[src/seek_feat_pkg.sv]
// =============================================================
// Shared constants
package seek_feat_pkg;

  // =============================================================
  // Byte offsets
  localparam logic [7:0] OFS_FEATURE = 8'h00;
  localparam logic [7:0] OFS_SECCNT = 8'h04;
  localparam logic [7:0] OFS_SECNUM = 8'h08;
  localparam logic [7:0] OFS_CYLLO = 8'h0C;
  localparam logic [7:0] OFS_CYLHI = 8'h10;
  localparam logic [7:0] OFS_DEVHEAD = 8'h14;
  localparam logic [7:0] OFS_COMMAND = 8'h18;
  localparam logic [7:0] OFS_CONTROL = 8'h1C;
  localparam logic [7:0] OFS_CONFIG = 8'h20;

  // =============================================================
  // Field positions
  localparam int ST_BSY = 7;
  localparam int ST_DRDY = 6;
  localparam int ST_ERR = 0;
  localparam int ERR_ABRT = 2;
  localparam int ERR_IDNF = 4;
  localparam int CTRL_SRST = 2;
  localparam int DH_LBA = 6;

  // =============================================================
  // Command and subcommand codes
  localparam logic [3:0] CMD_SEEK_NIB = 4'h7;
  localparam logic [7:0] CMD_SET_FEATURES = 8'hEF;
  localparam logic [7:0] SF_8BIT_ON = 8'h01;
  localparam logic [7:0] SF_WC_ON = 8'h02;
  localparam logic [7:0] SF_XFER = 8'h03;
  localparam logic [7:0] SF_APM_ON = 8'h05;
  localparam logic [7:0] SF_EXT_ON = 8'h09;
  localparam logic [7:0] SF_PL1_ON = 8'h0A;
  localparam logic [7:0] SF_ECC_LONG = 8'h44;
  localparam logic [7:0] SF_RLA_OFF = 8'h55;
  localparam logic [7:0] SF_POR_OFF = 8'h66;
  localparam logic [7:0] SF_NOP_69 = 8'h69;
  localparam logic [7:0] SF_8BIT_OFF = 8'h81;
  localparam logic [7:0] SF_WC_OFF = 8'h82;
  localparam logic [7:0] SF_APM_OFF = 8'h85;
  localparam logic [7:0] SF_EXT_OFF = 8'h89;
  localparam logic [7:0] SF_PL1_OFF = 8'h8A;
  localparam logic [7:0] SF_NOP_96 = 8'h96;
  localparam logic [7:0] SF_NOP_97 = 8'h97;
  localparam logic [7:0] SF_CURRENT = 8'h9A;
  localparam logic [7:0] SF_RLA_ON = 8'hAA;
  localparam logic [7:0] SF_CHK4_LONG = 8'hBB;
  localparam logic [7:0] SF_POR_ON = 8'hCC;

  // =============================================================
  // Mode and level codes
  localparam logic [4:0] XT_DEFAULT = 5'h00;
  localparam logic [4:0] XT_FLOW = 5'h01;
  localparam logic [2:0] XM_DEFAULT = 3'h0;
  localparam logic [2:0] XM_NO_IORDY = 3'h1;
  localparam logic [2:0] PIO_NEEDS_IORDY = 3'h3;
  localparam logic [7:0] APM_RSVD_LO = 8'h00;
  localparam logic [7:0] APM_RSVD_HI = 8'hFF;
  localparam logic [7:0] APM_MIN_STBY = 8'h01;
  localparam logic [7:0] APM_NO_STBY = 8'h80;
  localparam logic [7:0] LONG_CHECK_BYTES = 8'h04;

  // =============================================================
  // Reset values
  localparam logic [7:0] APM_LEVEL_RST = 8'hFE;
  localparam logic [2:0] PIO_RST = 3'h0;
  localparam logic [7:0] TF_RST = 8'h00;

  typedef struct packed {
    logic por_soft;
    logic ecc_long;
    logic rla;
    logic ext_pwr;
    logic pl1;
    logic apm_en;
    logic [7:0] apm_level;
    logic [7:0] cur_limit;
    logic wcache;
    logic iordy;
    logic [2:0] pio;
    logic eight_bit;
  } cfg_s;

  typedef enum logic [1:0] {
    ST_IDLE = 2'b00,
    ST_EXEC = 2'b01,
    ST_FLUSH = 2'b11,
    ST_DONE = 2'b10
  } exec_e;

endpackage

[src/addr_range_check.sv]
`timescale 1ns/1ns
// =============================================================
// Registered capacity check
module addr_range_check #(
  parameter logic [15:0] NUM_CYL = 16'h0400,
  parameter logic [4:0] NUM_HEADS = 5'h10,
  parameter logic [7:0] NUM_SECT = 8'h20,
  parameter logic [28:0] TOTAL_LBA = 29'h0080_0000
) (
  // Clock and reset
  input wire logic clk_sys_i,
  input wire logic rst_n_i,
  // Address fields
  input wire logic lba_mode_i,
  input wire logic [27:0] lba_i,
  input wire logic [15:0] cyl_i,
  input wire logic [3:0] head_i,
  input wire logic [7:0] sector_i,
  // Result
  output logic in_range_o
);

  function automatic logic below(input logic [28:0] val, input logic [28:0] lim);
    below = val < lim;
  endfunction

  logic chs_ok;
  logic lba_ok;

  assign lba_ok = below(29'(lba_i), TOTAL_LBA);
  // Sectors count from one in CHS addressing
  assign chs_ok = below(29'(cyl_i), 29'(NUM_CYL)) &&
                  below(29'(head_i), 29'(NUM_HEADS)) &&
                  (sector_i != 8'h00) &&
                  !below(29'(NUM_SECT), 29'(sector_i));

  always_ff @(posedge clk_sys_i or negedge rst_n_i) begin
    if (!rst_n_i) begin
      in_range_o <= 1'b0;
    end else begin
      in_range_o <= lba_mode_i ? lba_ok : chs_ok;
    end
  end

endmodule // addr_range_check

[src/seek_feature_exec.sv]
// Chosen here: register access over AHB-Lite and the register addresses.
`timescale 1ns/1ns
// What this block does
// - Seek range-checks address, reports error, no media
// - Set features decodes feature/count, aborts invalid
// - 01h/81h toggle 8-bit, no IOIS16
// - 02h/82h write cache; flush before done
// - Transfer code: type bits 7:3, mode 2:0
// - Decode default, no-IORDY default, flow-control PIO
// - Exactly one PIO mode, host may change
// - Code 00h default PIO; 01h also IORDY off
// - All modes up to highest supported accepted
// - IORDY driven whenever PIO mode three up
// - 05h adopts power level 01h..FEh
// - Classify power levels; 00h/FFh reserved
// - Level 80h up forbids own standby
// - 85h disables APM, or aborts unsupported
// - Power level 1 and extended power toggles
// - Look-ahead toggles; defaults as 55h, BBh
// - Long commands: 4 bytes or ECC bytes
// - 9Ah sets current limit to the count, unscaled
// - 9Ah returns min/max in cylinder registers
// - Clamp current; power-on default maximum
// - 66h/CCh control soft reset defaults reload
// - 69h, 96h, 97h accepted as no-ops
module seek_feature_exec #(
  parameter logic [2:0] MAX_PIO = 3'h4,
  parameter logic [2:0] PIO_DEFAULT = 3'h0,
  parameter bit IORDY_DIS_OK = 1'b1,
  parameter bit HAS_WCACHE = 1'b1,
  parameter bit HAS_EXT_PWR = 1'b1,
  parameter bit APM_OFF_OK = 1'b1,
  parameter logic [7:0] CUR_MIN = 8'h05,
  parameter logic [7:0] CUR_MAX = 8'h19,
  parameter logic [7:0] ECC_BYTES = 8'h04,
  parameter logic [15:0] NUM_CYL = 16'h0400,
  parameter logic [4:0] NUM_HEADS = 5'h10,
  parameter logic [7:0] NUM_SECT = 8'h20,
  parameter logic [28:0] TOTAL_LBA = 29'h0080_0000
) (
  // Clock and reset
  input wire logic clk_sys_i,
  input wire logic rst_n_i,
  // AHB-Lite slave
  input wire logic hsel_i,
  input wire logic [31:0] haddr_i,
  input wire logic [1:0] htrans_i,
  input wire logic hwrite_i,
  input wire logic [2:0] hsize_i,
  input wire logic [31:0] hwdata_i,
  input wire logic hready_i,
  output logic [31:0] hrdata_o,
  output logic hreadyout_o,
  output logic hresp_o,
  // Cache flush handshake
  output logic flush_req_o,
  input wire logic flush_done_i,
  // Card settings
  output logic data_lo_only_o,
  output logic iois16_allow_o,
  output logic wcache_en_o,
  output logic [2:0] pio_mode_o,
  output logic iordy_en_o,
  output logic apm_en_o,
  output logic [7:0] apm_level_o,
  output logic [1:0] apm_band_o,
  output logic standby_allow_o,
  output logic pl1_en_o,
  output logic ext_pwr_en_o,
  output logic rla_en_o,
  output logic [7:0] long_extra_bytes_o,
  output logic [7:0] cur_limit_o,
  // Execution status
  output logic busy_o,
  output logic cmd_done_o
);

  // Power-on values as after 55h and BBh
  localparam seek_feat_pkg::cfg_s CFG_RST = '{
    por_soft: 1'b1, ecc_long: 1'b0, rla: 1'b0, ext_pwr: 1'b0,
    pl1: HAS_EXT_PWR, apm_en: 1'b0, apm_level: seek_feat_pkg::APM_LEVEL_RST,
    cur_limit: CUR_MAX, wcache: 1'b0, iordy: 1'b1,
    pio: seek_feat_pkg::PIO_RST, eight_bit: 1'b0};

  // =============================================================
  // Bus front end
  logic addr_ph;
  logic wr_pend_q;
  logic rd_pend_q;
  logic [7:0] addr_q;
  logic addr_ok_q;
  logic [31:0] hrdata_q;
  logic wr_en;
  logic [7:0] feat_q;
  logic [7:0] seccnt_q;
  logic [7:0] secnum_q;
  logic [7:0] cyllo_q;
  logic [7:0] cylhi_q;
  logic [7:0] devhead_q;
  logic [7:0] cmd_q;
  logic [7:0] err_q;
  logic srst_q;
  logic srst_pulse;
  logic start;
  seek_feat_pkg::cfg_s cfg_q;
  seek_feat_pkg::cfg_s cfg_n;
  seek_feat_pkg::exec_e state_q;
  logic in_range;
  logic abort;
  logic idnf;
  logic need_flush;
  logic cur_resp;
  logic busy;

  assign addr_ph = hsel_i && htrans_i[1] && hready_i;
  // Reads take one wait state so a write just before is seen
  assign hreadyout_o = !rd_pend_q;
  assign hresp_o = 1'b0;
  assign hrdata_o = hrdata_q;

  always_ff @(posedge clk_sys_i or negedge rst_n_i) begin
    if (!rst_n_i) begin
      wr_pend_q <= 1'b0;
      rd_pend_q <= 1'b0;
      addr_q <= 8'h00;
      addr_ok_q <= 1'b0;
    end else begin
      wr_pend_q <= addr_ph && hwrite_i && (hsize_i == 3'h2);
      rd_pend_q <= addr_ph && !hwrite_i;
      if (addr_ph) begin
        addr_q <= haddr_i[7:0];
        addr_ok_q <= (haddr_i[31:8] == 24'h000000) && (haddr_i[1:0] == 2'h0);
      end
    end
  end

  assign wr_en = wr_pend_q && addr_ok_q;
  assign busy = (state_q == seek_feat_pkg::ST_EXEC) || (state_q == seek_feat_pkg::ST_FLUSH);
  assign start = wr_en && (addr_q == seek_feat_pkg::OFS_COMMAND) && !busy && !srst_q;
  assign srst_pulse = wr_en && (addr_q == seek_feat_pkg::OFS_CONTROL) && hwdata_i[seek_feat_pkg::CTRL_SRST];

  always_ff @(posedge clk_sys_i or negedge rst_n_i) begin
    if (!rst_n_i) begin
      hrdata_q <= 32'h0000_0000;
    end else if (rd_pend_q) begin
      hrdata_q <= 32'h0000_0000;
      if (addr_ok_q) begin
        unique case (addr_q)
          seek_feat_pkg::OFS_FEATURE: hrdata_q <= 32'(err_q);
          seek_feat_pkg::OFS_SECCNT: hrdata_q <= 32'(seccnt_q);
          seek_feat_pkg::OFS_SECNUM: hrdata_q <= 32'(secnum_q);
          seek_feat_pkg::OFS_CYLLO: hrdata_q <= 32'(cyllo_q);
          seek_feat_pkg::OFS_CYLHI: hrdata_q <= 32'(cylhi_q);
          seek_feat_pkg::OFS_DEVHEAD: hrdata_q <= 32'(devhead_q);
          seek_feat_pkg::OFS_COMMAND: begin
            hrdata_q[seek_feat_pkg::ST_BSY] <= busy || srst_q;
            hrdata_q[seek_feat_pkg::ST_DRDY] <= !busy && !srst_q;
            hrdata_q[seek_feat_pkg::ST_ERR] <= |err_q;
          end
          seek_feat_pkg::OFS_CONTROL: hrdata_q[seek_feat_pkg::CTRL_SRST] <= srst_q;
          seek_feat_pkg::OFS_CONFIG: hrdata_q <= {cfg_q.cur_limit, cfg_q.apm_level, 4'h0,
            cfg_q.por_soft, cfg_q.ecc_long, cfg_q.rla, cfg_q.ext_pwr, cfg_q.pl1, cfg_q.apm_en,
            cfg_q.wcache, iordy_en_o, cfg_q.pio, cfg_q.eight_bit};
          default: ;
        endcase
      end
    end
  end

  // =============================================================
  // Task file; writes ignored while busy
  always_ff @(posedge clk_sys_i or negedge rst_n_i) begin
    if (!rst_n_i) begin
      feat_q <= seek_feat_pkg::TF_RST;
      seccnt_q <= seek_feat_pkg::TF_RST;
      secnum_q <= seek_feat_pkg::TF_RST;
      cyllo_q <= seek_feat_pkg::TF_RST;
      cylhi_q <= seek_feat_pkg::TF_RST;
      devhead_q <= seek_feat_pkg::TF_RST;
      cmd_q <= seek_feat_pkg::TF_RST;
    end else if (state_q == seek_feat_pkg::ST_EXEC && cur_resp && !abort) begin
      cyllo_q <= CUR_MIN;
      cylhi_q <= CUR_MAX;
    end else if (wr_en && !busy) begin
      unique case (addr_q)
        seek_feat_pkg::OFS_FEATURE: feat_q <= hwdata_i[7:0];
        seek_feat_pkg::OFS_SECCNT: seccnt_q <= hwdata_i[7:0];
        seek_feat_pkg::OFS_SECNUM: secnum_q <= hwdata_i[7:0];
        seek_feat_pkg::OFS_CYLLO: cyllo_q <= hwdata_i[7:0];
        seek_feat_pkg::OFS_CYLHI: cylhi_q <= hwdata_i[7:0];
        seek_feat_pkg::OFS_DEVHEAD: devhead_q <= hwdata_i[7:0];
        seek_feat_pkg::OFS_COMMAND: cmd_q <= srst_q ? cmd_q : hwdata_i[7:0];
        default: ;
      endcase
    end
  end

  always_ff @(posedge clk_sys_i or negedge rst_n_i) begin
    if (!rst_n_i) begin
      srst_q <= 1'b0;
    end else if (wr_en && addr_q == seek_feat_pkg::OFS_CONTROL) begin
      srst_q <= hwdata_i[seek_feat_pkg::CTRL_SRST];
    end
  end

  // =============================================================
  // Address capacity check
  addr_range_check #(
    .NUM_CYL(NUM_CYL),
    .NUM_HEADS(NUM_HEADS),
    .NUM_SECT(NUM_SECT),
    .TOTAL_LBA(TOTAL_LBA)
  ) u_range (
    .clk_sys_i(clk_sys_i),
    .rst_n_i(rst_n_i),
    .lba_mode_i(devhead_q[seek_feat_pkg::DH_LBA]),
    .lba_i({devhead_q[3:0], cylhi_q, cyllo_q, secnum_q}),
    .cyl_i({cylhi_q, cyllo_q}),
    .head_i(devhead_q[3:0]),
    .sector_i(secnum_q),
    .in_range_o(in_range)
  );

  function automatic logic [7:0] clamp_current(input logic [7:0] req);
    if (req < CUR_MIN) begin
      clamp_current = CUR_MIN;
    end else if (req > CUR_MAX) begin
      clamp_current = CUR_MAX;
    end else begin
      clamp_current = req;
    end
  endfunction

  // =============================================================
  // Command decode
  always_comb begin
    cfg_n = cfg_q;
    abort = 1'b0;
    idnf = 1'b0;
    need_flush = 1'b0;
    cur_resp = 1'b0;
    if (cmd_q[7:4] == seek_feat_pkg::CMD_SEEK_NIB) begin
      // no media action, only the range
      idnf = !in_range;
    end else if (cmd_q == seek_feat_pkg::CMD_SET_FEATURES) begin
      unique case (feat_q)
        seek_feat_pkg::SF_8BIT_ON: cfg_n.eight_bit = 1'b1;
        seek_feat_pkg::SF_8BIT_OFF: cfg_n.eight_bit = 1'b0;
        seek_feat_pkg::SF_WC_ON: begin
          if (HAS_WCACHE) cfg_n.wcache = 1'b1;
          else abort = 1'b1;
        end
        seek_feat_pkg::SF_WC_OFF: begin
          if (HAS_WCACHE) begin
            cfg_n.wcache = 1'b0;
            need_flush = cfg_q.wcache;
          end else begin
            abort = 1'b1;
          end
        end
        seek_feat_pkg::SF_XFER: begin
          unique case (seccnt_q[7:3])
            // default type, with or without IORDY
            seek_feat_pkg::XT_DEFAULT: begin
              // zero code default, one drops IORDY
              if (seccnt_q[2:0] == seek_feat_pkg::XM_DEFAULT) begin
                cfg_n.pio = PIO_DEFAULT;
                cfg_n.iordy = 1'b1;
              end else if (seccnt_q[2:0] == seek_feat_pkg::XM_NO_IORDY && IORDY_DIS_OK) begin
                cfg_n.pio = PIO_DEFAULT;
                cfg_n.iordy = 1'b0;
              end else begin
                abort = 1'b1;
              end
            end
            seek_feat_pkg::XT_FLOW: begin
              // every mode up to the highest
              if (seccnt_q[2:0] <= MAX_PIO) begin
                cfg_n.pio = seccnt_q[2:0];
                cfg_n.iordy = 1'b1;
              end else begin
                abort = 1'b1;
              end
            end
            default: abort = 1'b1;
          endcase
        end
        seek_feat_pkg::SF_APM_ON: begin
          if (seccnt_q == seek_feat_pkg::APM_RSVD_LO || seccnt_q == seek_feat_pkg::APM_RSVD_HI) begin
            abort = 1'b1;
          end else begin
            cfg_n.apm_en = 1'b1;
            cfg_n.apm_level = seccnt_q;
          end
        end
        seek_feat_pkg::SF_APM_OFF: begin
          if (APM_OFF_OK) cfg_n.apm_en = 1'b0;
          else abort = 1'b1;
        end
        // power level 1 and extended power
        seek_feat_pkg::SF_PL1_ON: cfg_n.pl1 = 1'b1;
        seek_feat_pkg::SF_PL1_OFF: cfg_n.pl1 = 1'b0;
        seek_feat_pkg::SF_EXT_ON: begin
          if (HAS_EXT_PWR) cfg_n.ext_pwr = 1'b1;
          else abort = 1'b1;
        end
        seek_feat_pkg::SF_EXT_OFF: begin
          if (HAS_EXT_PWR) cfg_n.ext_pwr = 1'b0;
          else abort = 1'b1;
        end
        seek_feat_pkg::SF_RLA_OFF: cfg_n.rla = 1'b0;
        seek_feat_pkg::SF_RLA_ON: cfg_n.rla = 1'b1;
        seek_feat_pkg::SF_ECC_LONG: cfg_n.ecc_long = 1'b1;
        seek_feat_pkg::SF_CHK4_LONG: cfg_n.ecc_long = 1'b0;
        seek_feat_pkg::SF_POR_OFF: cfg_n.por_soft = 1'b0;
        seek_feat_pkg::SF_POR_ON: cfg_n.por_soft = 1'b1;
        seek_feat_pkg::SF_NOP_69, seek_feat_pkg::SF_NOP_96, seek_feat_pkg::SF_NOP_97: ;
        seek_feat_pkg::SF_CURRENT: begin
          cfg_n.cur_limit = clamp_current(seccnt_q);
          cur_resp = 1'b1;
        end
        default: abort = 1'b1;
      endcase
    end else begin
      abort = 1'b1;
    end
  end

  // =============================================================
  // Execution sequence
  always_ff @(posedge clk_sys_i or negedge rst_n_i) begin
    if (!rst_n_i) begin
      state_q <= seek_feat_pkg::ST_IDLE;
    end else if (srst_pulse) begin
      state_q <= seek_feat_pkg::ST_IDLE;
    end else begin
      unique case (state_q)
        seek_feat_pkg::ST_IDLE: if (start) state_q <= seek_feat_pkg::ST_EXEC;
        seek_feat_pkg::ST_EXEC: state_q <= (need_flush && !abort) ? seek_feat_pkg::ST_FLUSH
                                                                    : seek_feat_pkg::ST_DONE;
        seek_feat_pkg::ST_FLUSH: if (flush_done_i) state_q <= seek_feat_pkg::ST_DONE;
        seek_feat_pkg::ST_DONE: state_q <= start ? seek_feat_pkg::ST_EXEC : seek_feat_pkg::ST_IDLE;
      endcase
    end
  end

  always_ff @(posedge clk_sys_i or negedge rst_n_i) begin
    if (!rst_n_i) begin
      err_q <= 8'h00;
    end else if (srst_pulse || start) begin
      err_q <= 8'h00;
    end else if (state_q == seek_feat_pkg::ST_EXEC) begin
      err_q[seek_feat_pkg::ERR_ABRT] <= abort;
      err_q[seek_feat_pkg::ERR_IDNF] <= idnf;
    end
  end

  // Aborts change no setting
  always_ff @(posedge clk_sys_i or negedge rst_n_i) begin
    if (!rst_n_i) begin
      cfg_q <= CFG_RST;
    end else if (srst_pulse) begin
      if (cfg_q.por_soft) cfg_q <= CFG_RST;
    end else if (state_q == seek_feat_pkg::ST_EXEC && !abort) begin
      cfg_q <= cfg_n;
    end
  end

  // =============================================================
  // Outputs
  // busy held until completion
  assign busy_o = busy || srst_q;
  assign cmd_done_o = (state_q == seek_feat_pkg::ST_DONE);
  assign flush_req_o = (state_q == seek_feat_pkg::ST_FLUSH);
  assign data_lo_only_o = cfg_q.eight_bit;
  assign iois16_allow_o = !cfg_q.eight_bit;
  assign wcache_en_o = cfg_q.wcache;
  assign pio_mode_o = cfg_q.pio;
  assign iordy_en_o = cfg_q.iordy || (cfg_q.pio >= seek_feat_pkg::PIO_NEEDS_IORDY);
  assign apm_en_o = cfg_q.apm_en;
  assign apm_level_o = cfg_q.apm_level;
  assign apm_band_o = {cfg_q.apm_level >= seek_feat_pkg::APM_NO_STBY,
    (cfg_q.apm_level != seek_feat_pkg::APM_MIN_STBY) && (cfg_q.apm_level != seek_feat_pkg::APM_NO_STBY)};
  // no own standby at high levels
  assign standby_allow_o = !cfg_q.apm_en || (cfg_q.apm_level < seek_feat_pkg::APM_NO_STBY);
  assign pl1_en_o = cfg_q.pl1;
  assign ext_pwr_en_o = cfg_q.ext_pwr;
  assign rla_en_o = cfg_q.rla;
  assign long_extra_bytes_o = cfg_q.ecc_long ? ECC_BYTES : seek_feat_pkg::LONG_CHECK_BYTES;
  assign cur_limit_o = cfg_q.cur_limit;

endmodule // seek_feature_exec

[config.mk]
export PLATFORM = sky130hd
export DESIGN_NAME = seek_feature_exec
export DESIGN_NICKNAME = d
export VERILOG_FILES = /design/src/seek_feat_pkg.sv /design/src/addr_range_check.sv /design/src/seek_feature_exec.sv
export SDC_FILE = /design/constraint.sdc
export NUM_CORES = 1
export LEC_CHECK = 0
export BUFFER_PORTS_ARGS = -buffer_cell sky130_fd_sc_hd__buf_2
export CORE_ASPECT_RATIO = 0.9
export CORE_UTILIZATION = 30
export DETAILED_ROUTE_END_ITERATION = 12
export GPL_TIMING_DRIVEN = 0
export PLACE_DENSITY = 0.58
export SYNTH_ARGS = -nofsm -noshare
export SYNTH_HDL_FRONTEND = slang
export SYNTH_SLANG_ARGS = --single-unit
[constraint.sdc]
create_clock -name clk_sys_i -period 2.8 [get_ports clk_sys_i]
set_input_delay 0.56 -clock clk_sys_i [delete_from_list [all_inputs] [get_ports clk_sys_i]]
set_output_delay 0.56 -clock clk_sys_i [all_outputs]
set_load 0.005 [all_outputs]
# Word-level counts from Yosys, hierarchy flattened
# Index checks and enable logic that the tools add are counted.
# totals
register_bits	133
latchBits	0
mem_bits_rw	0
rom_bits	0
input_bits	75
output_inout_bits	75
wordCells	232
mem_count	0
# classes
addsub	0
multipliers	0
div	0
order_cmp	9
eq_ne	48
n_shift	0
mux	62
bitwise_logic	2
reduce_logical	83
# ops
op	n
two-way mux 28 bit	5
== test 8 bit, second input constant	13
two-way mux 8 bit	10
AND reduction 5 bit	7
== test 8 x 4 -> 1 bit, second input constant	4
== test 8 x 5 -> 1 bit, second input constant	4
== test 8 x 7 -> 1 bit, second input constant	4
two-way mux 32 bit	1
less-than comparator 28 x 24 -> 1 bit, second input constant	1
nonzero test 3 bit	9
logical NOT 24 bit	1
two-way mux 24 bit	1
logical AND 1 bit	21
one-hot mux 3 bit (7 select lines)	1
two-way mux 1 bit	20
OR reduction 19 bit	1
one-hot mux 1 bit (2 select lines)	9
nonzero test 2 bit	9
== test 8 x 2 -> 1 bit, second input constant	2
== test 8 x 3 -> 1 bit, second input constant	2
logical NOT 8 bit	2
less-than comparator 16 x 11 -> 1 bit, second input constant	1
two-way mux 4 bit	4
one-hot mux 2 bit (7 select lines)	1
other kinds (43)	71

# Logic depth before layout (Yosys ltp)
# Gate-level depths: netlist of run 1.
# depth
ltp_word	12
mapped_depth	9
ltp_nobuf	7

# Hierarchy
# A second synthesis of run 1 with hierarchy kept.
# hier_totals
cells_unflattened	625
hier_area_um2	6652.6
# by_module_without_submodules
mod	n_inst	cells_per_inst	area_each_um2	seq_area_each_um2
seek_feature_exec	1	614	6568.8	3219.3
addr_range_check	1	11	83.8	25.0

# Least setup slack after synthesis of run 1
# OpenSTA, ideal clock, no wires.
# synth_timing
path_type	register to register
from	register feat_q[4]
to	register cfg_q, in the netlist apm_level_o[0]
setup_time_ns	0.142
arrival_time_ns	1.848
required_ns	2.658
slack_ns	0.810
stages_incl_launch_ff	9
n_path_buf	1
synth_period_minus_slack_ns	1.990
path_cell_list	dfrtp_1 > buf_4 > or3_1 > or3_1 > a21o_1 > nand3_1 > o21ai_2 > o211ai_1 > o221ai_1
# synth_between
elab_chain_len	9
word_cells_on_any_way	30
cone_classes	eq/ne (21); mux (3); reduce/logical (6)
# synth_rtl
element	line_no	source
start, declared	seek_feature_exec.sv:94	logic [7:0] feat_q;
start signal, assigned	seek_feature_exec.sv:174	feat_q <= seek_feat_pkg::TF_RST;
start signal, assigned	seek_feature_exec.sv:186	seek_feat_pkg::OFS_FEATURE: feat_q <= hwdata_i[7:0];
== test 8 bit, or another cell as far along	seek_feature_exec.sv:246	unique case (feat_q)
OR reduction 19 bit (no line)	--	
one-hot mux 1 bit (3 select lines)	seek_feature_exec.sv:246	
two-way mux 1 bit	seek_feature_exec.sv:245	end else if (cmd_q == seek_feat_pkg::CMD_SET_FEATURES) begin
two-way mux 1 bit	seek_feature_exec.sv:242	if (cmd_q[7:4] == seek_feat_pkg::CMD_SEEK_NIB) begin
logical NOT 1 bit	seek_feature_exec.sv:364	end else if (state_q == seek_feat_pkg::ST_EXEC && !abort) begin
logical AND 1 bit	seek_feature_exec.sv:364	
nonzero test 2 bit (no line)	--	
AND reduction 6 bit (no line) (*)	--	
end signal, assigned	seek_feature_exec.sv:365	cfg_q <= cfg_n;
end, declared	seek_feature_exec.sv:105	seek_feat_pkg::cfg_s cfg_q;
# Every way passes the cells marked *; elsewhere a longest branch is shown, timed or not.
# A chain may end at the register's enable or synchronous reset.

# Final worst setup path of run 1
# layout_timing
from	register addr_q[1]
to	register cfg_q, in the netlist rla_en_o
# layout_between
elab_chain_len	5
word_cells_on_any_way	10
cone_classes	eq/ne (3); mux (1); reduce/logical (6)
# layout_rtl
element	line_no	source
start, declared	seek_feature_exec.sv:90	logic [7:0] addr_q;
start signal, assigned	seek_feature_exec.sv:131	addr_q <= haddr_i[7:0];
== test 8 x 5 -> 1 bit (*)	seek_feature_exec.sv:140	assign srst_pulse = wr_en && (addr_q == seek_feat_pkg::OFS_CONTROL) && hwdata_i[seek_feat_pkg::CTRL_SRST];
logical AND 1 bit (*) (2 in series)	seek_feature_exec.sv:140	
!= test 2 x 1 -> 1 bit (no line), or another cell as far along	--	
AND reduction 5 bit (no line)	--	
# Marked as above.

==> flow_metrics.tcl, run 1 <==
set metrics [dict create \
    slew_violations 0 \
    area_growth_pct 25.71 \
    synth_flop_cell "dfrtp_1" \
    syn-instance-count 633 \
    drt_iter0_drc 492 \
    grt_max_degree 87 \
    path_buf_inv 1 \
    synth.ff_latch_count 129 \
    status "finished clean" \
    cp_max_fo 10 \
    synthMuxAreaShare_pct 8.006 \
    synth_xor_area_share_pct 0.4042 \
    antenna_found_initial 0 \
    cts_setup_buffers 0 \
    grt_use_total_pct 17.27 \
    pre_cts_ws_ns 0.2747 \
    drc 0 \
    cts_max_level 4 \
    clock-sinks 129 \
    die_w_um 157.2 \
    fp.dieH_um 141.7 \
    synth_area_leader_cell "dfrtp_1" \
    drt-total-wl_mm 18.64 \
    synth_edf_count 0 \
    io_pins 150 \
    die-area_mm2 0.02226 \
    instances_no_fill 1073 \
    path_depth 7 \
    timing.final.crit_share_pct 88.48 \
    maxCapViolCount 0 \
    ctsHoldBuffers 0 \
    worstPathArrival_ns 2.79 \
    cts_tree "yes" \
    grt_pass1_wl_mm 28.97 \
    reg2reg_slack_ns 0.32 \
    period_minus_slack_ns 2.477 \
    drt-wirelength-per-cell_um 17.38 \
    ys_top_cells_by_count "116 x dfrtp_1, 93 x nand2_1, 45 x nand3_1" \
    synth_compound_area_share_pct 13.07 \
    cts.repair.resized 0 \
    grt_pass1_vias 5027 \
    tns_ns 0 \
    final_nets 849 \
    finalSetupViolations 0 \
    start_kind "flop" \
    post-synth-top-count-cell "dfrtp_1" \
    cpLargestDelayFamily "simple AND/OR/NAND/NOR gates" \
    start_util_pct 30.93 \
    place_hpwl_mm 13.60 \
    worstMarginPinSlew_ns 0.7063 \
    finalPower_mw 4.852 \
    ant_nets 0 \
    vias 5447 \
    worstPathRequired_ns 3.11 \
    rows 50 \
    design.core.area_mm2 0.02102 \
    synth-simple-area-share_pct 22.06 \
    synth.avg_cell_area_um2 10.27 \
    path_clk_slew_ns 0.06 \
    async_flop_share_pct 100.0 \
    crit_path_end_kind "flop" \
    drive_gt1_share_pct 34.31 \
    skew_ns 0.01005 \
    syn-cell-area_mm2 0.006501 \
    yosysSeqAreaShare_pct 49.90 \
    hold_path.class "primary input to asynchronous set/reset pin" \
    dp.cells 1041 \
    io_buffers 110 \
    critPathKind "flop to flop" \
    cts_max_path_buffers 2 \
    p_leak_nw 3.841 \
    synth_top_family_by_area "simple AND/OR/NAND/NOR gates" \
    cts_buffers 17 \
    synth_top_area_share_pct 44.65 \
    rsz0062_at_grt "false" \
    reg2reg_depth 7 \
    r2r-end "rla_en_o" \
    synthAdderAreaFrac_pct 0 \
    largest_reg_flops 28 \
    viasPerCell 5.076 \
    setup_slack_ns 0.3226 \
    antenna_cells 0 \
    peakVddDrop_mv 0.3921 \
    synthDistinctLibCells 77 \
    gp_congestion 0.8921 \
    power_density_mw_per_mm2 593.6 \
    cpMaxStageDelayCell "dfrtp_1" \
    nFillCells 2120 \
    maxSlewHeadroom_pct 52.52 \
    finalHoldViolCount 0 \
    cp_cell_sequence "nor2_1, and4_1, nand4_1, clkbuf_1, nand2_1, nor2_2, a32o_1" \
    grt.overflow.total 0 \
    synth_area_leaders "dfrtp_1 45%, mux2_2 6.9%, nand2_1 5.4%, dfstp_2 5.3%, buf_4 4.2%" \
    dr.pass1.iters 5 \
    ys_warn_count 0 \
    utilization_pct 38.88 \
    reg2reg_from "addr_q[1]" \
    crit_path_max_incr_delay_ns 0.39 \
    insertion_delay_ns 0.43 \
    timing.fmax_mhz 403.6 \
    cts_root_buf "clkbuf_16" \
]
## where the power goes
group / total (mW) / leakage, nW / internal, mW / switching (mW)
clock network: 2.58 / 0.330 / 1.76 / 0.815
logic: 0.308 / 1.98 / 0.128 / 0.180
registers: 1.97 / 1.53 / 1.91 / 0.0539
## per-layer routing
metal | up-vias | track usage [%] | wire length, um
met3 | 33 | 4.490 | 1294
li1 | 2565 | - | -
met4 | 0 | 5.774 | 379
met5 | - | 0 | 0
met2 | 211 | 24.85 | 8100
met1 | 2638 | 24.91 | 8870
## worst max path at each step
stage,startpoint,end,slack (ns)
final,addr_q[1],rla_en_o,0.32
after global routing,addr_q[7],cyllo_q[0],0.15
after CTS,addr_q[1],rla_en_o,0.33
after detailed placement,hwdata_i[2],rla_en_o,0.27
after global placement,rst_n_i,addr_q[5],-0.63
after floorplan,feat_q[4],apm_level_o[0],0.81
## kinds of logic (layout without fill, tap and decap cells)
| logic type | after synthesis | after routing |
|---|---|---|
| AOI/OAI and AO/OA | 115 | 115 |
| xor gates and xnor gates | 3 | 3 |
| buffers and inverters | 70 | 213 |
| DFF | 129 | 129 |
| muxes | 47 | 47 |
| other | 2 | 13 |
| and+or+nand+nor | 267 | 267 |
## per-stage QoR
| stage | cell area (um2) | hold WS [ns] |
|---|---|---|
| floorplan | 6543 | 0.2644 |
| global placement | 7451 | 0.4665 |
| detailed placement | 7485 | 0.4664 |
| CTS | 8173 | 0.05747 |
| global route | 8173 | 0.07197 |
| finish | 8173 | 0.04945 |
## cell usage in the layout, fill, tap and decap left out, types with 14 or more instances in the layout
cell	instances
a21oi_1	22
a22o_1	28
a22oi_1	17
buf_2	120
buf_4	36
clkbuf_1	17
clkbuf_16	17
dfrtp_1	116
mux2_2	40
nand2_1	93
nand3_1	45
nand4_1	14
nor2_1	27
## final cells by class
class | count | area [um2] | area share [%]
clock inverters | 9 | 200.2 | 2.449
multi-input cells | 445 | 2879 | 35.23
clock buffers | 23 | 488.0 | 5.971
flip-flops and latches | 129 | 3244 | 39.70
repair buffers | 111 | 584.3 | 7.149
well taps | 286 | 357.8 | 4.378
inverters | 6 | 22.52 | 0.2756
plain buffers | 64 | 396.6 | 4.853
Note: power is estimated with default switching activity, not from simulation.
==> inputs of run 2 (changes only) <==
--- a/config.mk
+++ b/config.mk
@@ -10,7 +10,7 @@
 export CORE_UTILIZATION = 30
 export DETAILED_ROUTE_END_ITERATION = 12
 export GPL_TIMING_DRIVEN = 0
-export PLACE_DENSITY = 0.58
+export PLACE_DENSITY = 0.51
 export SYNTH_ARGS = -nofsm -noshare
 export SYNTH_HDL_FRONTEND = slang
 export SYNTH_SLANG_ARGS = --single-unit
==> run 2 against run 1 <==
Effect of this change: critical path depth is the same; highest routed layer unchanged; combinational power grew 1%; wire length grew 2.3%; register-to-register slack is essentially flat; non-clock buffer count is the same; clock power shrank 14%; largest cell class unchanged; die area is the same; global-route usage grew 0.76 points; hold slack lost 0.033 ns; count of clock-buffer cells in the layout shrank 3.
==> flow_metrics.tcl, run 2 (synthesis gave the netlist of run 1 again) <==
set metrics [dict create \
    status "finished clean" \
    maxSlewHeadroom_pct 48.05 \
    timing.final.crit_share_pct 88.26 \
    pre_cts_ws_ns 0.1576 \
    worstPathRequired_ns 3.12 \
    cts_setup_buffers 0 \
    cts.repair.resized 0 \
    peakVddDrop_mv 0.4055 \
    rsz0062_at_grt "false" \
    ant_nets 0 \
    dr.pass1.iters 5 \
    start_kind "flop" \
    clock-sinks 129 \
    nFillCells 2148 \
    grt_max_degree 97 \
    grt.overflow.total 0 \
    cts_tree "yes" \
    area_growth_pct 24.36 \
    grt_use_total_pct 18.03 \
    multi_input_area_mm2 0.002879 \
    start_util_pct 30.93 \
    final_cell_mix "120 x buf_2, 116 x dfrtp_1, 93 x nand2_1" \
    reg2reg_slack_ns 0.33 \
    cts_root_buf "clkbuf_16" \
    finalSetupViolations 0 \
    largest_reg_flops 28 \
    skew_ns 0.01368 \
    drive_gt1_share_pct 34.56 \
    seq_area_mm2 0.003244 \
    io_buffers 110 \
    maxCapViolCount 0 \
    hold_path.class "primary input to asynchronous set/reset pin" \
    gp_congestion 0.8040 \
    cts_max_path_buffers 2 \
    p_leak_nw 3.792 \
    worstPathArrival_ns 2.79 \
    design.core.area_mm2 0.02102 \
    drt-wirelength-per-cell_um 17.77 \
    period_minus_slack_ns 2.471 \
    insertion_delay_ns 0.43 \
    rows 50 \
    timing.fmax_mhz 404.6 \
    postPlaceCellArea_mm2 0.007485 \
    drc 0 \
    io_pins 150 \
    power_density_mw_per_mm2 558.2 \
    path_clk_slew_ns 0.06 \
    ctsHoldBuffers 0 \
    final_nets 849 \
    reg2reg_depth 7 \
    die_w_um 157.2 \
    fp.dieH_um 141.7 \
    r2r-end "rla_en_o" \
    crit_path_end_kind "flop" \
    critPathKind "flop to flop" \
    die-area_mm2 0.02226 \
    drt_iter0_drc 355 \
    cp_max_fo 10 \
    antenna_found_initial 0 \
    cts_buffers 17 \
    place_hpwl_mm 13.81 \
    finalInstanceArea_mm2 0.008085 \
    slew_violations 0 \
    finalHoldViolCount 0 \
    setup_slack_ns 0.3286 \
    grt_pass1_vias 5151 \
    vias 5400 \
    viasPerCell 5.033 \
    grt_pass1_wl_mm 30.06 \
    cts_max_level 4 \
    drt-total-wl_mm 19.07 \
    reg2reg_from "addr_q[1]" \
    worstMarginPinSlew_ns 0.7729 \
    final_common_cell "buf_2" \
    antenna_cells 0 \
]
-- run 2: cell types whose count changed in the layout (fill, tap and decap cells not counted), sizes merged --
cell,change
clkinv,+4
clkinvlp,+3
bufinv,-4
clkbuf,-3
-- run 2: worst max-delay path: stages (launching register included) --
cell and delay [ns]:
dfrtp_1 0.39, nor2_1 0.41, and4_1 0.34, nand4_1 0.23
clkbuf_1 0.38, nand2_1 0.27, nor2_2 0.11, a32o_1 0.23
-- run 2: metrics by stage --
stage | power, mW | hold slack (ns) | utilization, % | cells | TNS, ns
2_1_floorplan | 2.157 | 0.2644 | - | 644 | 0
3_3_place_gp | 2.307 | 0.4584 | 35.45 | 1040 | -81.61
3_5_place_dp | 2.314 | 0.4653 | 35.61 | 1041 | 0
4_1_cts | 4.574 | 0.01540 | 38.46 | 1073 | 0
5_1_grt | 4.685 | 0.02778 | 38.46 | 1073 | 0
6_report | 4.513 | 0.01659 | 38.46 | 1073 | 0
-- run 2: routing by layer --
metal  wire, um  share of wire, %  vias up  global-route usage (%)
li1           -                 -     2572                       -
met1       9388                49     2649                   26.15
met2       8501                45      158                   26.34
met3        876               4.6       21                   4.032
met4        306               1.6        0                   5.927
met5          0                 0        -                       0
-- run 2: area by class of cell --
class,instances,share of cell area (%)
sequential,129,40.13
tap,286,4.426
clock buffer,20,5.772
inverter,6,0.2786
clock inverter,12,1.656
timing repair buffer,111,7.227
buffer,64,4.906
multi-input combinational,445,35.61
-- run 2: worst max path at each step --
stage,start,endpoint,depth (start not counted)
2_1_floorplan,feat_q[4],apm_level_o[0],8
3_3_place_gp,rst_n_i,addr_q[0],1
3_5_place_dp,hwdata_i[2],rla_en_o,6
4_1_cts,addr_q[1],rla_en_o,7
5_1_grt,addr_q[1],pl1_en_o,8
6_report,addr_q[1],rla_en_o,7
-- run 2: power by group --
group	switching [mW]	internal, mW	total [mW]	leakage, nW
Clock	0.854	1.38	2.23	0.280
Combinational	0.184	0.128	0.312	1.98
Sequential	0.0561	1.91	1.97	1.53
Total	1.09	3.42	4.51	3.79
